File: config.mk
export PLATFORM = sky130hd
export DESIGN_NAME = llfs_top
export DESIGN_NICKNAME = d
export VERILOG_FILES = /design/src/design/llfs_pkg.sv /design/src/design/llfs_rx_mem.sv /design/src/design/llfs_top.sv
export SDC_FILE = /design/constraint.sdc
export NUM_CORES = 1
export LEC_CHECK = 0
export BUFFER_PORTS_ARGS = -buffer_cell sky130_fd_sc_hd__buf_2
export CAP_MARGIN = 10
export CORE_UTILIZATION = 40
export CTS_BUF_LIST = sky130_fd_sc_hd__clkbuf_4
export DETAILED_ROUTE_END_ITERATION = 8
export GPL_TIMING_DRIVEN = 0
export SYNTH_ARGS = -nofsm -noshare
export SYNTH_HDL_FRONTEND = slang
export SYNTH_SLANG_ARGS = --single-unit
File: constraint.sdc
create_clock -name I_CLOCK -period 3.95 [get_ports I_CLOCK]
set_input_delay 0.5925 -clock I_CLOCK [delete_from_list [all_inputs] [get_ports I_CLOCK]]
set_output_delay 0.5925 -clock I_CLOCK [all_outputs]
set_load 0.01 [all_outputs]
File: src/design/llfs_pkg.sv
// Purpose: Shared constants and carriers for the link loss fallback and status block.
// Assumes: Classic Wishbone slave with 32-bit data and byte addresses.
// Notes: Every offset, field position, reset value and count is named once here.
package llfs_pkg;
	localparam logic [7:0]  ADR_WEAR      = 8'h00;
	localparam logic [7:0]  ADR_SUPPLY    = 8'h04;
	localparam logic [7:0]  ADR_TIME      = 8'h08;
	localparam logic [7:0]  ADR_PROC_TEMP = 8'h0c;
	localparam logic [7:0]  ADR_SINK_TEMP = 8'h10;
	localparam logic [7:0]  ADR_CTRL      = 8'h14;
	localparam logic [7:0]  ADR_LOSS_LIM  = 8'h18;
	localparam logic [7:0]  ADR_RX_BASE   = 8'h40;
	localparam int          CTRL_FB_EN    = 0;
	localparam int          CTRL_SA_EN    = 1;
	localparam int          CTRL_CFG_OK   = 2;
	localparam int          SUP_VOLT_LSB  = 8;
	localparam logic [15:0] WEAR_UNKNOWN  = 16'hffff;
	localparam logic [15:0] WEAR_WARN     = 16'h005a;
	localparam logic [15:0] WEAR_END      = 16'h0064;
	localparam logic [2:0]  CTRL_RESET    = 3'h0;
	localparam logic [15:0] LOSS_LIM_RST  = 16'h0008;
	localparam int          RX_WORDS      = 4;
	localparam int          RX_AW         = 2;
	typedef struct packed {
		logic [15:0] wear;
		logic [7:0]  current;
		logic [7:0]  voltage;
		logic [15:0] proc_temp;
		logic [15:0] sink_temp;
	} llfs_meas_type;
	typedef struct packed {
		logic        valid;
		logic [RX_AW-1:0] idx;
		logic [31:0] data;
	} llfs_rx_type;
	typedef enum logic [1:0] {
		ST_RESET    = 2'b00,
		ST_ONLINE   = 2'b01,
		ST_FALLBACK = 2'b11,
		ST_DEFAULT  = 2'b10
	} llfs_state_type;
endpackage

File: src/design/llfs_rx_mem.sv
// Purpose: Small store for data words received from the controller.
// Assumes: One write port and one registered read port on one clock.
// Notes: A clear request zeroes every word; it wins over a write in the same cycle.
`timescale 1ns/10ps
`default_nettype none
module llfs_rx_mem #(
	parameter int WORDS = 4,
	parameter int AW    = 2
) (
	// Clock and enable
	input  wire logic          i_clk,
	input  wire logic          i_arst_n,
	input  wire logic          i_ce,
	// Write side
	input  wire logic          i_clr,
	input  wire logic          i_we,
	input  wire logic [AW-1:0] i_waddr,
	input  wire logic [31:0]   i_wdata,
	// Read side
	input  wire logic [AW-1:0] i_raddr,
	output logic      [31:0]   o_rdata
);
	logic [31:0] mem_ff [WORDS];
	logic [31:0] nxt_mem [WORDS];
	logic [31:0] rdata_ff;
	always_comb begin
		for (int i = 0; i < WORDS; i++) begin
			nxt_mem[i] = mem_ff[i];
			if (i_clr) begin
				nxt_mem[i] = 32'h0;
			end else if (i_we && (i_waddr == AW'(i))) begin
				nxt_mem[i] = i_wdata;
			end
		end
	end
	always_ff @(posedge i_clk or negedge i_arst_n) begin
		if (!i_arst_n) begin
			for (int i = 0; i < WORDS; i++) begin
				mem_ff[i] <= 32'h0;
			end
			rdata_ff <= 32'h0;
		end else if (i_ce) begin
			for (int i = 0; i < WORDS; i++) begin
				mem_ff[i] <= nxt_mem[i];
			end
			rdata_ff <= mem_ff[i_raddr];
		end
	end
	assign o_rdata = rdata_ff;
endmodule
`default_nettype wire

File: src/design/llfs_top.sv
// Purpose: Status reporting and link loss fallback control for an I/O module.
// Assumes: Single 50 MHz clock; measurement inputs come from logic on this clock.
// Notes: Registers sit on a classic Wishbone slave; acks come one cycle after a strobe.
//
// Our own choices: the Wishbone register port and the register addresses.
`timescale 1ns/10ps
`default_nettype none
module llfs_top #(
	parameter bit FB_SUPPORT  = 1'b1,
	parameter bit SA_SUPPORT  = 1'b1,
	parameter bit PROGRAMMABLE = 1'b1,
	parameter bit IS_COUPLER  = 1'b0,
	parameter bit TEMP_SIGNED = 1'b1
) (
	// Clock, reset, enable
	input  wire logic                   I_CLOCK,
	input  wire logic                   I_ARST_N,
	input  wire logic                   I_CE,
	// Wishbone slave
	input  wire logic                   I_WB_CYC,
	input  wire logic                   I_WB_STB,
	input  wire logic                   I_WB_WE,
	input  wire logic [7:0]             I_WB_ADR,
	input  wire logic [3:0]             I_WB_SEL,
	input  wire logic [31:0]            I_WB_DAT,
	output logic      [31:0]            O_WB_DAT,
	output logic                        O_WB_ACK,
	// Measurements
	input  wire llfs_pkg::llfs_meas_type I_MEAS,
	input  wire logic                   I_WEAR_VALID,
	input  wire logic [31:0]            I_USEC_TIME,
	input  wire logic                   I_TASK_START,
	// Link from the controller
	input  wire logic                   I_LINK_CYCLE,
	input  wire llfs_pkg::llfs_rx_type  I_RX,
	input  wire logic                   I_LOCAL_FB_ANY,
	// Function side
	input  wire logic [1:0]             I_RX_RD_IDX,
	output logic      [31:0]            O_RX_RD_DATA,
	output logic                        O_FUNC_RUN,
	output logic                        O_FUNC_DEFAULT,
	output logic                        O_MODULE_RESET
);
	logic [2:0]  ctrl_ff;
	logic [2:0]  nxt_ctrl;
	logic [15:0] loss_lim_ff;
	logic [15:0] nxt_loss_lim;
	logic [31:0] time_ff;
	logic [31:0] nxt_time;
	logic [15:0] miss_ff;
	logic [15:0] nxt_miss;
	logic [31:0] dat_ff;
	logic [31:0] nxt_dat;
	logic        ack_ff;
	logic        nxt_ack;
	logic        started_ff;
	logic        nxt_started;
	logic        local_fb_meta_ff;
	logic        nxt_local_fb_meta;
	logic        local_fb_ff;
	logic        nxt_local_fb;
	llfs_pkg::llfs_state_type state_ff;
	llfs_pkg::llfs_state_type nxt_state;
	logic        fb_allowed;
	logic        sa_allowed;
	logic        link_lost;
	logic        clr_rx;
	logic [15:0] wear_code;
	logic        wb_req;

	function automatic logic [31:0] merge_bytes(input logic [31:0] old_v, input logic [31:0] new_v,
	                                            input logic [3:0] sel);
		logic [31:0] r;
		r = old_v;
		for (int b = 0; b < 4; b++) begin
			if (sel[b]) begin
				r[8*b +: 8] = new_v[8*b +: 8];
			end
		end
		return r;
	endfunction

	// Enable is ignored on parts without fallback support.
	assign fb_allowed = FB_SUPPORT && ctrl_ff[llfs_pkg::CTRL_FB_EN];
	// Standalone needs support, a saved configuration and, on a coupler, a local fallback module.
	assign sa_allowed = SA_SUPPORT && ctrl_ff[llfs_pkg::CTRL_SA_EN] && ctrl_ff[llfs_pkg::CTRL_CFG_OK]
	                    && fb_allowed && (!IS_COUPLER || local_fb_ff);
	assign link_lost  = (miss_ff >= loss_lim_ff);
	assign wb_req     = I_WB_CYC && I_WB_STB && !ack_ff;

	// The local fallback flag comes from backplane modules on their own clock, so it passes two flops.
	always_comb begin
		nxt_local_fb_meta = I_LOCAL_FB_ANY;
		nxt_local_fb      = local_fb_meta_ff;
	end

	// Wear is passed through; without condition data the all-ones code is shown.
	assign wear_code = I_WEAR_VALID ? I_MEAS.wear : llfs_pkg::WEAR_UNKNOWN;

	always_comb begin
		nxt_miss = miss_ff;
		if (I_RX.valid) begin
			nxt_miss = 16'h0;
		end else if (I_LINK_CYCLE && !link_lost) begin
			nxt_miss = miss_ff + 16'h1;
		end
	end

	always_comb begin
		nxt_state   = state_ff;
		nxt_started = started_ff || (state_ff != llfs_pkg::ST_RESET);
		case (state_ff)
			llfs_pkg::ST_RESET: begin
				// Standalone is checked while no controller was seen, so software can load saved settings first.
				if (!started_ff && sa_allowed) begin
					nxt_state = llfs_pkg::ST_FALLBACK;
				end else if (I_RX.valid) begin
					nxt_state = llfs_pkg::ST_ONLINE;
				end
			end
			llfs_pkg::ST_ONLINE: begin
				if (link_lost) begin
					nxt_state = fb_allowed ? llfs_pkg::ST_FALLBACK : llfs_pkg::ST_DEFAULT;
				end
			end
			llfs_pkg::ST_FALLBACK: begin
				// Rejoining keeps the function running, so outputs see no gap.
				if (I_RX.valid) begin
					nxt_state = llfs_pkg::ST_ONLINE;
				end
			end
			llfs_pkg::ST_DEFAULT: begin
				if (I_RX.valid) begin
					nxt_state = llfs_pkg::ST_ONLINE;
				end
			end
			default: begin
				nxt_state = llfs_pkg::ST_RESET;
			end
		endcase
	end

	// Received words are zeroed on fallback entry and on the default reset.
	assign clr_rx = (nxt_state == llfs_pkg::ST_FALLBACK && state_ff != llfs_pkg::ST_FALLBACK)
	                || (nxt_state == llfs_pkg::ST_DEFAULT && state_ff != llfs_pkg::ST_DEFAULT);

	always_comb begin
		nxt_time = time_ff;
		if (I_TASK_START) begin
			nxt_time = I_USEC_TIME;
		end
	end

	always_comb begin
		nxt_ctrl     = ctrl_ff;
		nxt_loss_lim = loss_lim_ff;
		nxt_ack      = wb_req;
		nxt_dat      = 32'h0;
		if (wb_req && I_WB_WE) begin
			case (I_WB_ADR)
				llfs_pkg::ADR_CTRL: begin
					nxt_ctrl = 3'(merge_bytes({29'h0, ctrl_ff}, I_WB_DAT, I_WB_SEL));
				end
				llfs_pkg::ADR_LOSS_LIM: begin
					nxt_loss_lim = 16'(merge_bytes({16'h0, loss_lim_ff}, I_WB_DAT, I_WB_SEL));
					if (nxt_loss_lim == 16'h0) begin
						nxt_loss_lim = 16'h1;
					end
				end
				default: begin
					nxt_ctrl = ctrl_ff;
				end
			endcase
		end else if (wb_req) begin
			// Temperatures are raw 16-bit codes; signedness depends on variant only.
			// The state register is never readable, so fallback stays hidden.
			case (I_WB_ADR)
				llfs_pkg::ADR_WEAR:      nxt_dat = {16'h0, wear_code};
				llfs_pkg::ADR_SUPPLY:    nxt_dat = {16'h0, I_MEAS.voltage, I_MEAS.current};
				llfs_pkg::ADR_TIME:      nxt_dat = time_ff;
				llfs_pkg::ADR_PROC_TEMP: nxt_dat = {16'h0, I_MEAS.proc_temp};
				llfs_pkg::ADR_SINK_TEMP: nxt_dat = {16'h0, I_MEAS.sink_temp};
				llfs_pkg::ADR_CTRL:      nxt_dat = {29'h0, ctrl_ff};
				llfs_pkg::ADR_LOSS_LIM:  nxt_dat = {16'h0, loss_lim_ff};
				default:                 nxt_dat = 32'h0;
			endcase
		end
	end

	always_ff @(posedge I_CLOCK or negedge I_ARST_N) begin
		if (!I_ARST_N) begin
			ctrl_ff     <= llfs_pkg::CTRL_RESET;
			loss_lim_ff <= llfs_pkg::LOSS_LIM_RST;
			time_ff     <= 32'h0;
			miss_ff     <= 16'h0;
			dat_ff      <= 32'h0;
			ack_ff      <= 1'b0;
			started_ff  <= 1'b0;
			state_ff    <= llfs_pkg::ST_RESET;
			local_fb_meta_ff <= 1'b0;
			local_fb_ff      <= 1'b0;
		end else if (I_CE) begin
			ctrl_ff     <= nxt_ctrl;
			loss_lim_ff <= nxt_loss_lim;
			time_ff     <= nxt_time;
			miss_ff     <= nxt_miss;
			dat_ff      <= nxt_dat;
			ack_ff      <= nxt_ack;
			started_ff  <= nxt_started;
			state_ff    <= nxt_state;
			local_fb_meta_ff <= nxt_local_fb_meta;
			local_fb_ff      <= nxt_local_fb;
		end
	end

	llfs_rx_mem #(
		.WORDS (llfs_pkg::RX_WORDS),
		.AW    (llfs_pkg::RX_AW)
	) u_rx_mem (
		.i_clk    (I_CLOCK),
		.i_arst_n (I_ARST_N),
		.i_ce     (I_CE),
		.i_clr    (clr_rx),
		.i_we     (I_RX.valid),
		.i_waddr  (I_RX.idx),
		.i_wdata  (I_RX.data),
		.i_raddr  (I_RX_RD_IDX),
		.o_rdata  (O_RX_RD_DATA)
	);

	assign O_WB_DAT       = dat_ff;
	assign O_WB_ACK       = ack_ff;
	// Function runs online and in fallback; a standard module runs defaults in fallback.
	assign O_FUNC_RUN     = (state_ff == llfs_pkg::ST_ONLINE) || (state_ff == llfs_pkg::ST_FALLBACK);
	assign O_FUNC_DEFAULT = (state_ff == llfs_pkg::ST_DEFAULT)
	                        || (!PROGRAMMABLE && state_ff == llfs_pkg::ST_FALLBACK);
	assign O_MODULE_RESET = (state_ff == llfs_pkg::ST_ONLINE) && link_lost && !fb_allowed;

	ack_one_a: assert property (@(posedge I_CLOCK) disable iff (!I_ARST_N)
		I_CE && O_WB_ACK |=> !O_WB_ACK || !I_CE)
		else $error("ack held longer than one cycle");
	ack_next_a: assert property (@(posedge I_CLOCK) disable iff (!I_ARST_N)
		I_CE && wb_req |=> O_WB_ACK)
		else $error("request not acknowledged in the next cycle");
	wr_dat_a: assert property (@(posedge I_CLOCK) disable iff (!I_ARST_N)
		I_CE && wb_req && I_WB_WE |=> O_WB_DAT == 32'h0)
		else $error("write returned nonzero data");
	ce_hold_a: assert property (@(posedge I_CLOCK) disable iff (!I_ARST_N)
		!I_CE |=> state_ff == $past(state_ff) && miss_ff == $past(miss_ff) && time_ff == $past(time_ff))
		else $error("state moved while enable was low");

	fb_entry_a: assert property (@(posedge I_CLOCK) disable iff (!I_ARST_N)
		I_CE && state_ff == llfs_pkg::ST_ONLINE && link_lost && fb_allowed |=> state_ff == llfs_pkg::ST_FALLBACK)
		else $error("fallback not entered on link loss");
	no_fb_a: assert property (@(posedge I_CLOCK) disable iff (!I_ARST_N)
		I_CE && state_ff == llfs_pkg::ST_ONLINE && link_lost && !fb_allowed |=> state_ff == llfs_pkg::ST_DEFAULT)
		else $error("default state not entered on link loss");
	unsup_a: assert property (@(posedge I_CLOCK) disable iff (!I_ARST_N)
		I_CE && state_ff != llfs_pkg::ST_FALLBACK && nxt_state == llfs_pkg::ST_FALLBACK
		|-> FB_SUPPORT && ctrl_ff[llfs_pkg::CTRL_FB_EN])
		else $error("fallback without support");
	sa_entry_a: assert property (@(posedge I_CLOCK) disable iff (!I_ARST_N)
		I_CE && state_ff == llfs_pkg::ST_RESET && !started_ff && sa_allowed |=> state_ff == llfs_pkg::ST_FALLBACK)
		else $error("standalone start not taken");
	fb_func_a: assert property (@(posedge I_CLOCK) disable iff (!I_ARST_N)
		I_CE && state_ff == llfs_pkg::ST_ONLINE && link_lost && fb_allowed
		|=> O_FUNC_RUN && (O_FUNC_DEFAULT == !PROGRAMMABLE))
		else $error("function behaviour wrong in fallback");
	reset_pulse_a: assert property (@(posedge I_CLOCK) disable iff (!I_ARST_N)
		I_CE && O_MODULE_RESET |=> O_FUNC_DEFAULT && !O_MODULE_RESET)
		else $error("module reset not followed by defaults");
	rejoin_def_a: assert property (@(posedge I_CLOCK) disable iff (!I_ARST_N)
		I_CE && state_ff == llfs_pkg::ST_DEFAULT && I_RX.valid |=> state_ff == llfs_pkg::ST_ONLINE)
		else $error("no rejoin from default operation");
	rx_clear_a: assert property (@(posedge I_CLOCK) disable iff (!I_ARST_N)
		I_CE && clr_rx ##1 I_CE |=> O_RX_RD_DATA == 32'h0)
		else $error("received words not zeroed");

	rejoin_a: assert property (@(posedge I_CLOCK) disable iff (!I_ARST_N)
		I_CE && state_ff == llfs_pkg::ST_FALLBACK && I_RX.valid |=> state_ff == llfs_pkg::ST_ONLINE && O_FUNC_RUN)
		else $error("no bumpless rejoin");
	wear_code_a: assert property (@(posedge I_CLOCK) disable iff (!I_ARST_N)
		I_CE && wb_req && !I_WB_WE && I_WB_ADR == llfs_pkg::ADR_WEAR && !I_WEAR_VALID
		|=> O_WB_DAT == 32'h0000ffff)
		else $error("wear unknown code wrong");
	wear_rd_a: assert property (@(posedge I_CLOCK) disable iff (!I_ARST_N)
		I_CE && wb_req && !I_WB_WE && I_WB_ADR == llfs_pkg::ADR_WEAR && I_WEAR_VALID
		|=> O_WB_DAT == {16'h0, $past(I_MEAS.wear)})
		else $error("wear value not passed through");
	supply_rd_a: assert property (@(posedge I_CLOCK) disable iff (!I_ARST_N)
		I_CE && wb_req && !I_WB_WE && I_WB_ADR == llfs_pkg::ADR_SUPPLY
		|=> O_WB_DAT == {16'h0, $past(I_MEAS.voltage), $past(I_MEAS.current)})
		else $error("supply word wrong");
	time_rd_a: assert property (@(posedge I_CLOCK) disable iff (!I_ARST_N)
		I_CE && wb_req && !I_WB_WE && I_WB_ADR == llfs_pkg::ADR_TIME |=> O_WB_DAT == $past(time_ff))
		else $error("task time read wrong");
	temp_rd_a: assert property (@(posedge I_CLOCK) disable iff (!I_ARST_N)
		I_CE && wb_req && !I_WB_WE && I_WB_ADR == llfs_pkg::ADR_PROC_TEMP |=> O_WB_DAT == {16'h0, $past(I_MEAS.proc_temp)})
		else $error("processor temperature read wrong");
	sink_rd_a: assert property (@(posedge I_CLOCK) disable iff (!I_ARST_N)
		I_CE && wb_req && !I_WB_WE && I_WB_ADR == llfs_pkg::ADR_SINK_TEMP |=> O_WB_DAT == {16'h0, $past(I_MEAS.sink_temp)})
		else $error("heat sink temperature read wrong");

	time_latch_a: assert property (@(posedge I_CLOCK) disable iff (!I_ARST_N)
		I_CE && I_TASK_START |=> time_ff == $past(I_USEC_TIME))
		else $error("task time not latched");
	miss_cnt_a: assert property (@(posedge I_CLOCK) disable iff (!I_ARST_N)
		I_CE && I_RX.valid |=> miss_ff == 16'h0)
		else $error("miss count not cleared by frame");
	lim_floor_a: assert property (@(posedge I_CLOCK) disable iff (!I_ARST_N)
		loss_lim_ff != 16'h0)
		else $error("loss limit reached zero");
	miss_step_a: assert property (@(posedge I_CLOCK) disable iff (!I_ARST_N)
		I_CE && I_LINK_CYCLE && !I_RX.valid && !link_lost |=> miss_ff == $past(miss_ff) + 16'h1)
		else $error("miss count did not step");
	miss_hold_a: assert property (@(posedge I_CLOCK) disable iff (!I_ARST_N)
		I_CE && link_lost && !I_RX.valid |=> miss_ff == $past(miss_ff))
		else $error("miss count moved after link loss");

	sa_start_a: assert property (@(posedge I_CLOCK) disable iff (!I_ARST_N)
		I_CE && state_ff == llfs_pkg::ST_RESET && !ctrl_ff[llfs_pkg::CTRL_CFG_OK] && !I_RX.valid
		|=> state_ff == llfs_pkg::ST_RESET)
		else $error("standalone start without configuration");
	fb_cov: cover property (@(posedge I_CLOCK) disable iff (!I_ARST_N) state_ff == llfs_pkg::ST_FALLBACK);
	def_cov: cover property (@(posedge I_CLOCK) disable iff (!I_ARST_N) state_ff == llfs_pkg::ST_DEFAULT);
	back_cov: cover property (@(posedge I_CLOCK) disable iff (!I_ARST_N)
		state_ff == llfs_pkg::ST_FALLBACK ##1 state_ff == llfs_pkg::ST_ONLINE);
	sa_cov: cover property (@(posedge I_CLOCK) disable iff (!I_ARST_N)
		state_ff == llfs_pkg::ST_RESET ##1 state_ff == llfs_pkg::ST_FALLBACK);
	rst_cov: cover property (@(posedge I_CLOCK) disable iff (!I_ARST_N) O_MODULE_RESET);
endmodule
`default_nettype wire

Word-level counts from Yosys, hierarchy flattened
Index checks and enable logic that the tools add are counted.

word-level totals
  flip-flop bits (word level) = 263
  bits of input ports = 187
  logic and storage cells = 103

cells by class
  add/sub/neg operators = 1
  $lt $le $gt $ge = 2
  eq/ne operators = 16
  muxes and demuxes = 29
  bitwise gates (word level) = 1
  reductions and logical operators = 41

operators by type and width
  cell                   count
  $mux 32                12
  $pmux 32 s7            1
  $bmux 32 s2            1
  $mux 16                4
  $mux 8                 6
  $eq 8x5->1 const B     3
  $add 16x1->16 const B  1
  $eq 8x4->1 const B     2
  $ge 16x16->1           1
  $logic_not 16->1       1
  $logic_and 1x1->1      15
  $eq 2x2->1 const B     6
  $reduce_and 2->1       6
  $reduce_bool 2->1      6
  $eq 8x3->1 const B     1
  $logic_not 8->1        1
  $mux 2                 3
  $pmux 2 s3             1
  $eq 2x1->1 const B     2
  $logic_not 1->1        4
  $logic_not 2->1        2
  $ne 2x2->1 const B     2
  $reduce_and 4->1       1
  $ge 3x3->1 const B     1
  other kinds (5)        7

Longest topological paths before layout
  depth in word-level cells = 10
  depth in mapped cells = 11
  depth with buffers taken out = 8

Cells and area by module
From an unflattened synthesis, not the netlist that was laid out.

unflattened totals
  cells, all modules = 1,260
  area, all modules = 13,316.5 sq um

by module, submodules not included
  module       times used  cells an instance  area each (sq um)
  llfs_rx_mem  1           758                7,888.8
  llfs_top     1           502                5,427.7

Worst setup path before layout
No wires, ideal clock.

  path type = reg-to-reg
  start = register loss_lim_ff[13]
  end = register miss_ff[14]
  arrival = 2.663 ns
  slack = 1.150 ns
  stages on the path, launching flop included = 12
  path buffers = 3
  cells stage by stage = dfrtp_1 -> inv_1 -> ha_1 -> a21oi_2 -> o21ai_1 -> or4_4 -> or4_1 -> buf_2 -> buf_6 -> buf_2 -> o31ai_1 -> a21oi_1

on the way
  longest elaborated chain between the ends = 5

ends and longest elaborated chain
  item                                line             RTL
  start, declared                     llfs_top.sv:46   logic [15:0] loss_lim_ff;
  start signal, assigned              llfs_top.sv:193  loss_lim_ff <= llfs_pkg::LOSS_LIM_RST;
  start signal, assigned              llfs_top.sv:204  loss_lim_ff <= nxt_loss_lim;
  $ge 16x16->1                        llfs_top.sv:88   assign link_lost = (miss_ff >= loss_lim_ff);
  $logic_not 1->1                     llfs_top.sv:104  end else if (I_LINK_CYCLE && !link_lost) begin
  $logic_and 1x1->1                   llfs_top.sv:104
  $reduce_bool 2->1 (no source line)  --
  $reduce_and 2->1 (no source line)   --
  end signal, assigned                llfs_top.sv:206  miss_ff <= nxt_miss;
  end, declared                       llfs_top.sv:50   logic [15:0] miss_ff;

No other way between the ends.
A chain may end at the register's enable or synchronous reset.

Final worst setup path
  start = register loss_lim_ff[13]
  end = output O_MODULE_RESET

on the way
  longest elaborated chain between the ends = 3

ends and longest elaborated chain
  item                             line             RTL
  $ge 16x16->1                     llfs_top.sv:88
  $logic_and 1x1->1 (2 in series)  llfs_top.sv:237  assign O_MODULE_RESET = (state_ff == llfs_pkg::ST_ONLINE) && link_lost && !fb_allowed;
  end, declared                    llfs_top.sv:42   output logic O_MODULE_RESET

No other way between the ends.

==> out/results.txt <==
status = completed
RR Startpoint = loss_lim_ff[15]
Clock Sink Count = 263
share of cells above drive strength 1 = 30.9%
cell count of the worst hold path = 2
RSZ-0062 raised after global routing = false
reg2reg path depth = 10
Worst-Margin Slew = 0.969 ns
post-synth top area share = 52.6%
CP startpoint = loss_lim_ff[13]
Post-Syn Area = 12500 um2
Final HPWL DP = 26.1 mm
slowest CP cell = or4_4
Setup Buffers After CTS = 0
total gr overflow = 0
delay-heaviest family, CP = simple AND/OR/NAND/NOR gates
fin crit period = 3.64 ns
post-synth cell types = 51
largest buffer count on any clock path = 3
Core Region = 30600 um2
Final ANT Viol Nets = 0
Post-synth EDFFs = 0
hold path start = I_USEC_TIME[29]
post-synthesis compound-gate area fraction = 15.1%
Clock transition at path regs = 0.06 ns
leakage power = 6.88 nW
Slew headroom = 35.4%
CP endpoint kind = output pin
DRT Wirelength = 37.9 mm
CP arrival = 3.05 ns
TritonCTS clock tree = built
max cap viols = 0
fillers = 2937
# nets final = 1684
CTS H-tree depth = 3
starting density of the core = 40.7%
Clock Latency Late Sink = 0.70 ns
Max VDD drop = 0.320 mV
crit path kind = flop to output pin
most common cell after layout, fill and taps aside = nand2_1
via count = 10800
Layout area overhead = 21.4%
pin count of the biggest net entering global routing = 115
worst hold path type = input port to flop
Setup WS post-layout = 0.309 ns
Syn Area/Cell = 10.6 um2
clock skew = 0.0485 ns
final standard cell area without fillers = 15100 um2
die area = 31900 um2
die width = 178 um
Post-Synth XOR/XNOR Area = 0%
Routability Congestion = 0.857
first-pass GRT wire length = 58.9 mm
I/O Pins = 255
placed cell areas = 14200 um2
First-pass DRT Iterations = 6
slowest stage delay, CP = 0.53 ns
WL/cell = 19.7 um
total track usage = 24.2%
Synth Area in Simple Gates = 13.2%
Synth Register Bits = 263
Final Cycle Share = 92.2%
Ys Warns = 0
worst-path cell chain = inv_1 -> ha_1 -> a21oi_2 -> o21ai_1 -> or4_4 -> nor3_1 -> nor4b_1 -> buf_2
FP Rows = 64
share of flip-flops with an asynchronous set or reset = 100%
final hold slack = 0.137 ns
DIE HEIGHT = 178 um
largest family of logic cells by synthesized area = compound AO/OA/AOI/OAI gates
vias in the first global route = 10800
Net Count, Synth = 1375
Synth area leader = dfrtp_1
crit start category = flop
Power Density = 587 nW/um2
worst path bufs/invs = 2
pre-CTS setup slack = 0.218 ns
Num CTS Buffers = 75
top cells by area, synth = dfrtp_1 53%, nand2_1 8.4%, mux2_2 7.5%
CP Depth = 8
root buffer cell = clkbuf_4
sequential area share after synthesis = 52.8%
Via density = 5.61
multiplexer share of the synthesized area = 13.3%
Residual DRC = 0
DRT iter0 DRCs = 864
Mapped Cells = 1171
prevailing post-synth register cell = dfrtp_1
Final Hold Viols = 0
adder-cell share of the synthesized area = 1.71%
Fmax achieved = 0.275 GHz
antenna violations before repair = 11
PnR Total Power = 8.88 mW
most frequent cells in the layout = 280 x nand2_1, 262 x dfrtp_1, 237 x buf_2
Req. time, crit path = 3.36 ns
fin. max-slew vios = 0
Max FO, Critical Path = 4
final setup fails = 0
PortBufs = 229
-- report_power, final --
part,leakage (nW),total [mW],switching [mW],internal (mW)
Combinational,2.85,2.50,1.42,1.08
Sequential,3.49,3.87,0.411,3.46
Clock,0.535,2.51,1.16,1.35
Total,6.88,8.88,2.99,5.89
-- cells by family (layout without fill, tap and decap cells) --
family          after synthesis  in the layout
compound gates              277            277
fa+ha+maj                    17             17
buf+inv                     121            476
flops                       263            263
mux                         115            115
other cells                   0              8
simple gates                378            378
-- worst register-to-register path: stages (launching register included) --
cell      delay [ns]
dfrtp_1         0.41
inv_1           0.07
ha_1            0.32
nand4_1         0.16
nor3_1          0.29
nor4b_2         0.34
nor3_1          0.17
a211oi_1        0.44
clkbuf_1        0.55
buf_2           0.39
o22ai_1         0.15
-- through the flow --
stage	util, %	std cells	setup TNS, ns
finish	49.4	1930	0
global placement	46.1	1796	-712.07
floorplan	-	1171	0
CTS	49.4	1922	0
global route	49.4	1929	0
detailed placement	46.3	1798	0
-- layer usage --
layer  part of all wire, %  GRT usage [%]  wire (um)
met1                    41           31.2      15500
met2                    48           38.6      18200
met3                   7.7           5.88       2930
met4                   3.1           10.9       1190
met5                  0.18          0.962         67
-- Yosys cell counts, types with 10 or more instances --
cell type	instances
buf_1	14
or4_1	13
inv_1	21
nor4_1	12
nand3_1	19
clkbuf_1	74
a22o_1	16
a222oi_1	13
mux2_2	83
dfrtp_1	262
o2bb2ai_1	16
o21ai_0	23
o22ai_1	144
nor2_1	10
a21oi_1	17
a22oi_1	16
mux4_2	32
ha_1	17
nand2_1	280
-- state kept, by name, indices dropped and copies added (netlist names), 2 cells and up --
register,count
miss_ff,16
u_rx_mem.o_rdata,32
ctrl_ff,3
state_ff,2
u_rx_mem.mem_ff,128
loss_lim_ff,16
time_ff,32
O_WB_DAT,32
-- path summary, 6_finish.rpt --
path / endpoint / slack, ns
setup reg to reg: u_rx_mem.mem_ff[5] / 0.50
min in group asynchronous: loss_lim_ff[12] / 0.48
setup / recovery: O_MODULE_RESET / 0.31
hold reg to reg: O_WB_DAT[26] / 0.48
hold / removal: time_ff[29] / 0.14
max in group asynchronous: u_rx_mem.mem_ff[8] / 2.43
-- what timing repair did --
item	4_1_cts	5_1_grt
hold buffers	1	0
endpoints found under the setup margin	0	69
resized for setup	0	3
endpoints found under the hold margin	76	0
-- layout make-up --
cell class	instances	area, um2	share of cell area [%]
diodes	8	20.0	0.132
plain buffers	98	388	2.56
clock buffers	98	736	4.86
clock inverters	25	188	1.24
inverters	23	86.3	0.571
multi-input cells	787	5410	35.8
flip-flops and latches	263	6580	43.5
well taps	396	495	3.28
repair buffers	232	1220	8.07
No activity file was read; power rests on OpenSTA's default activity.
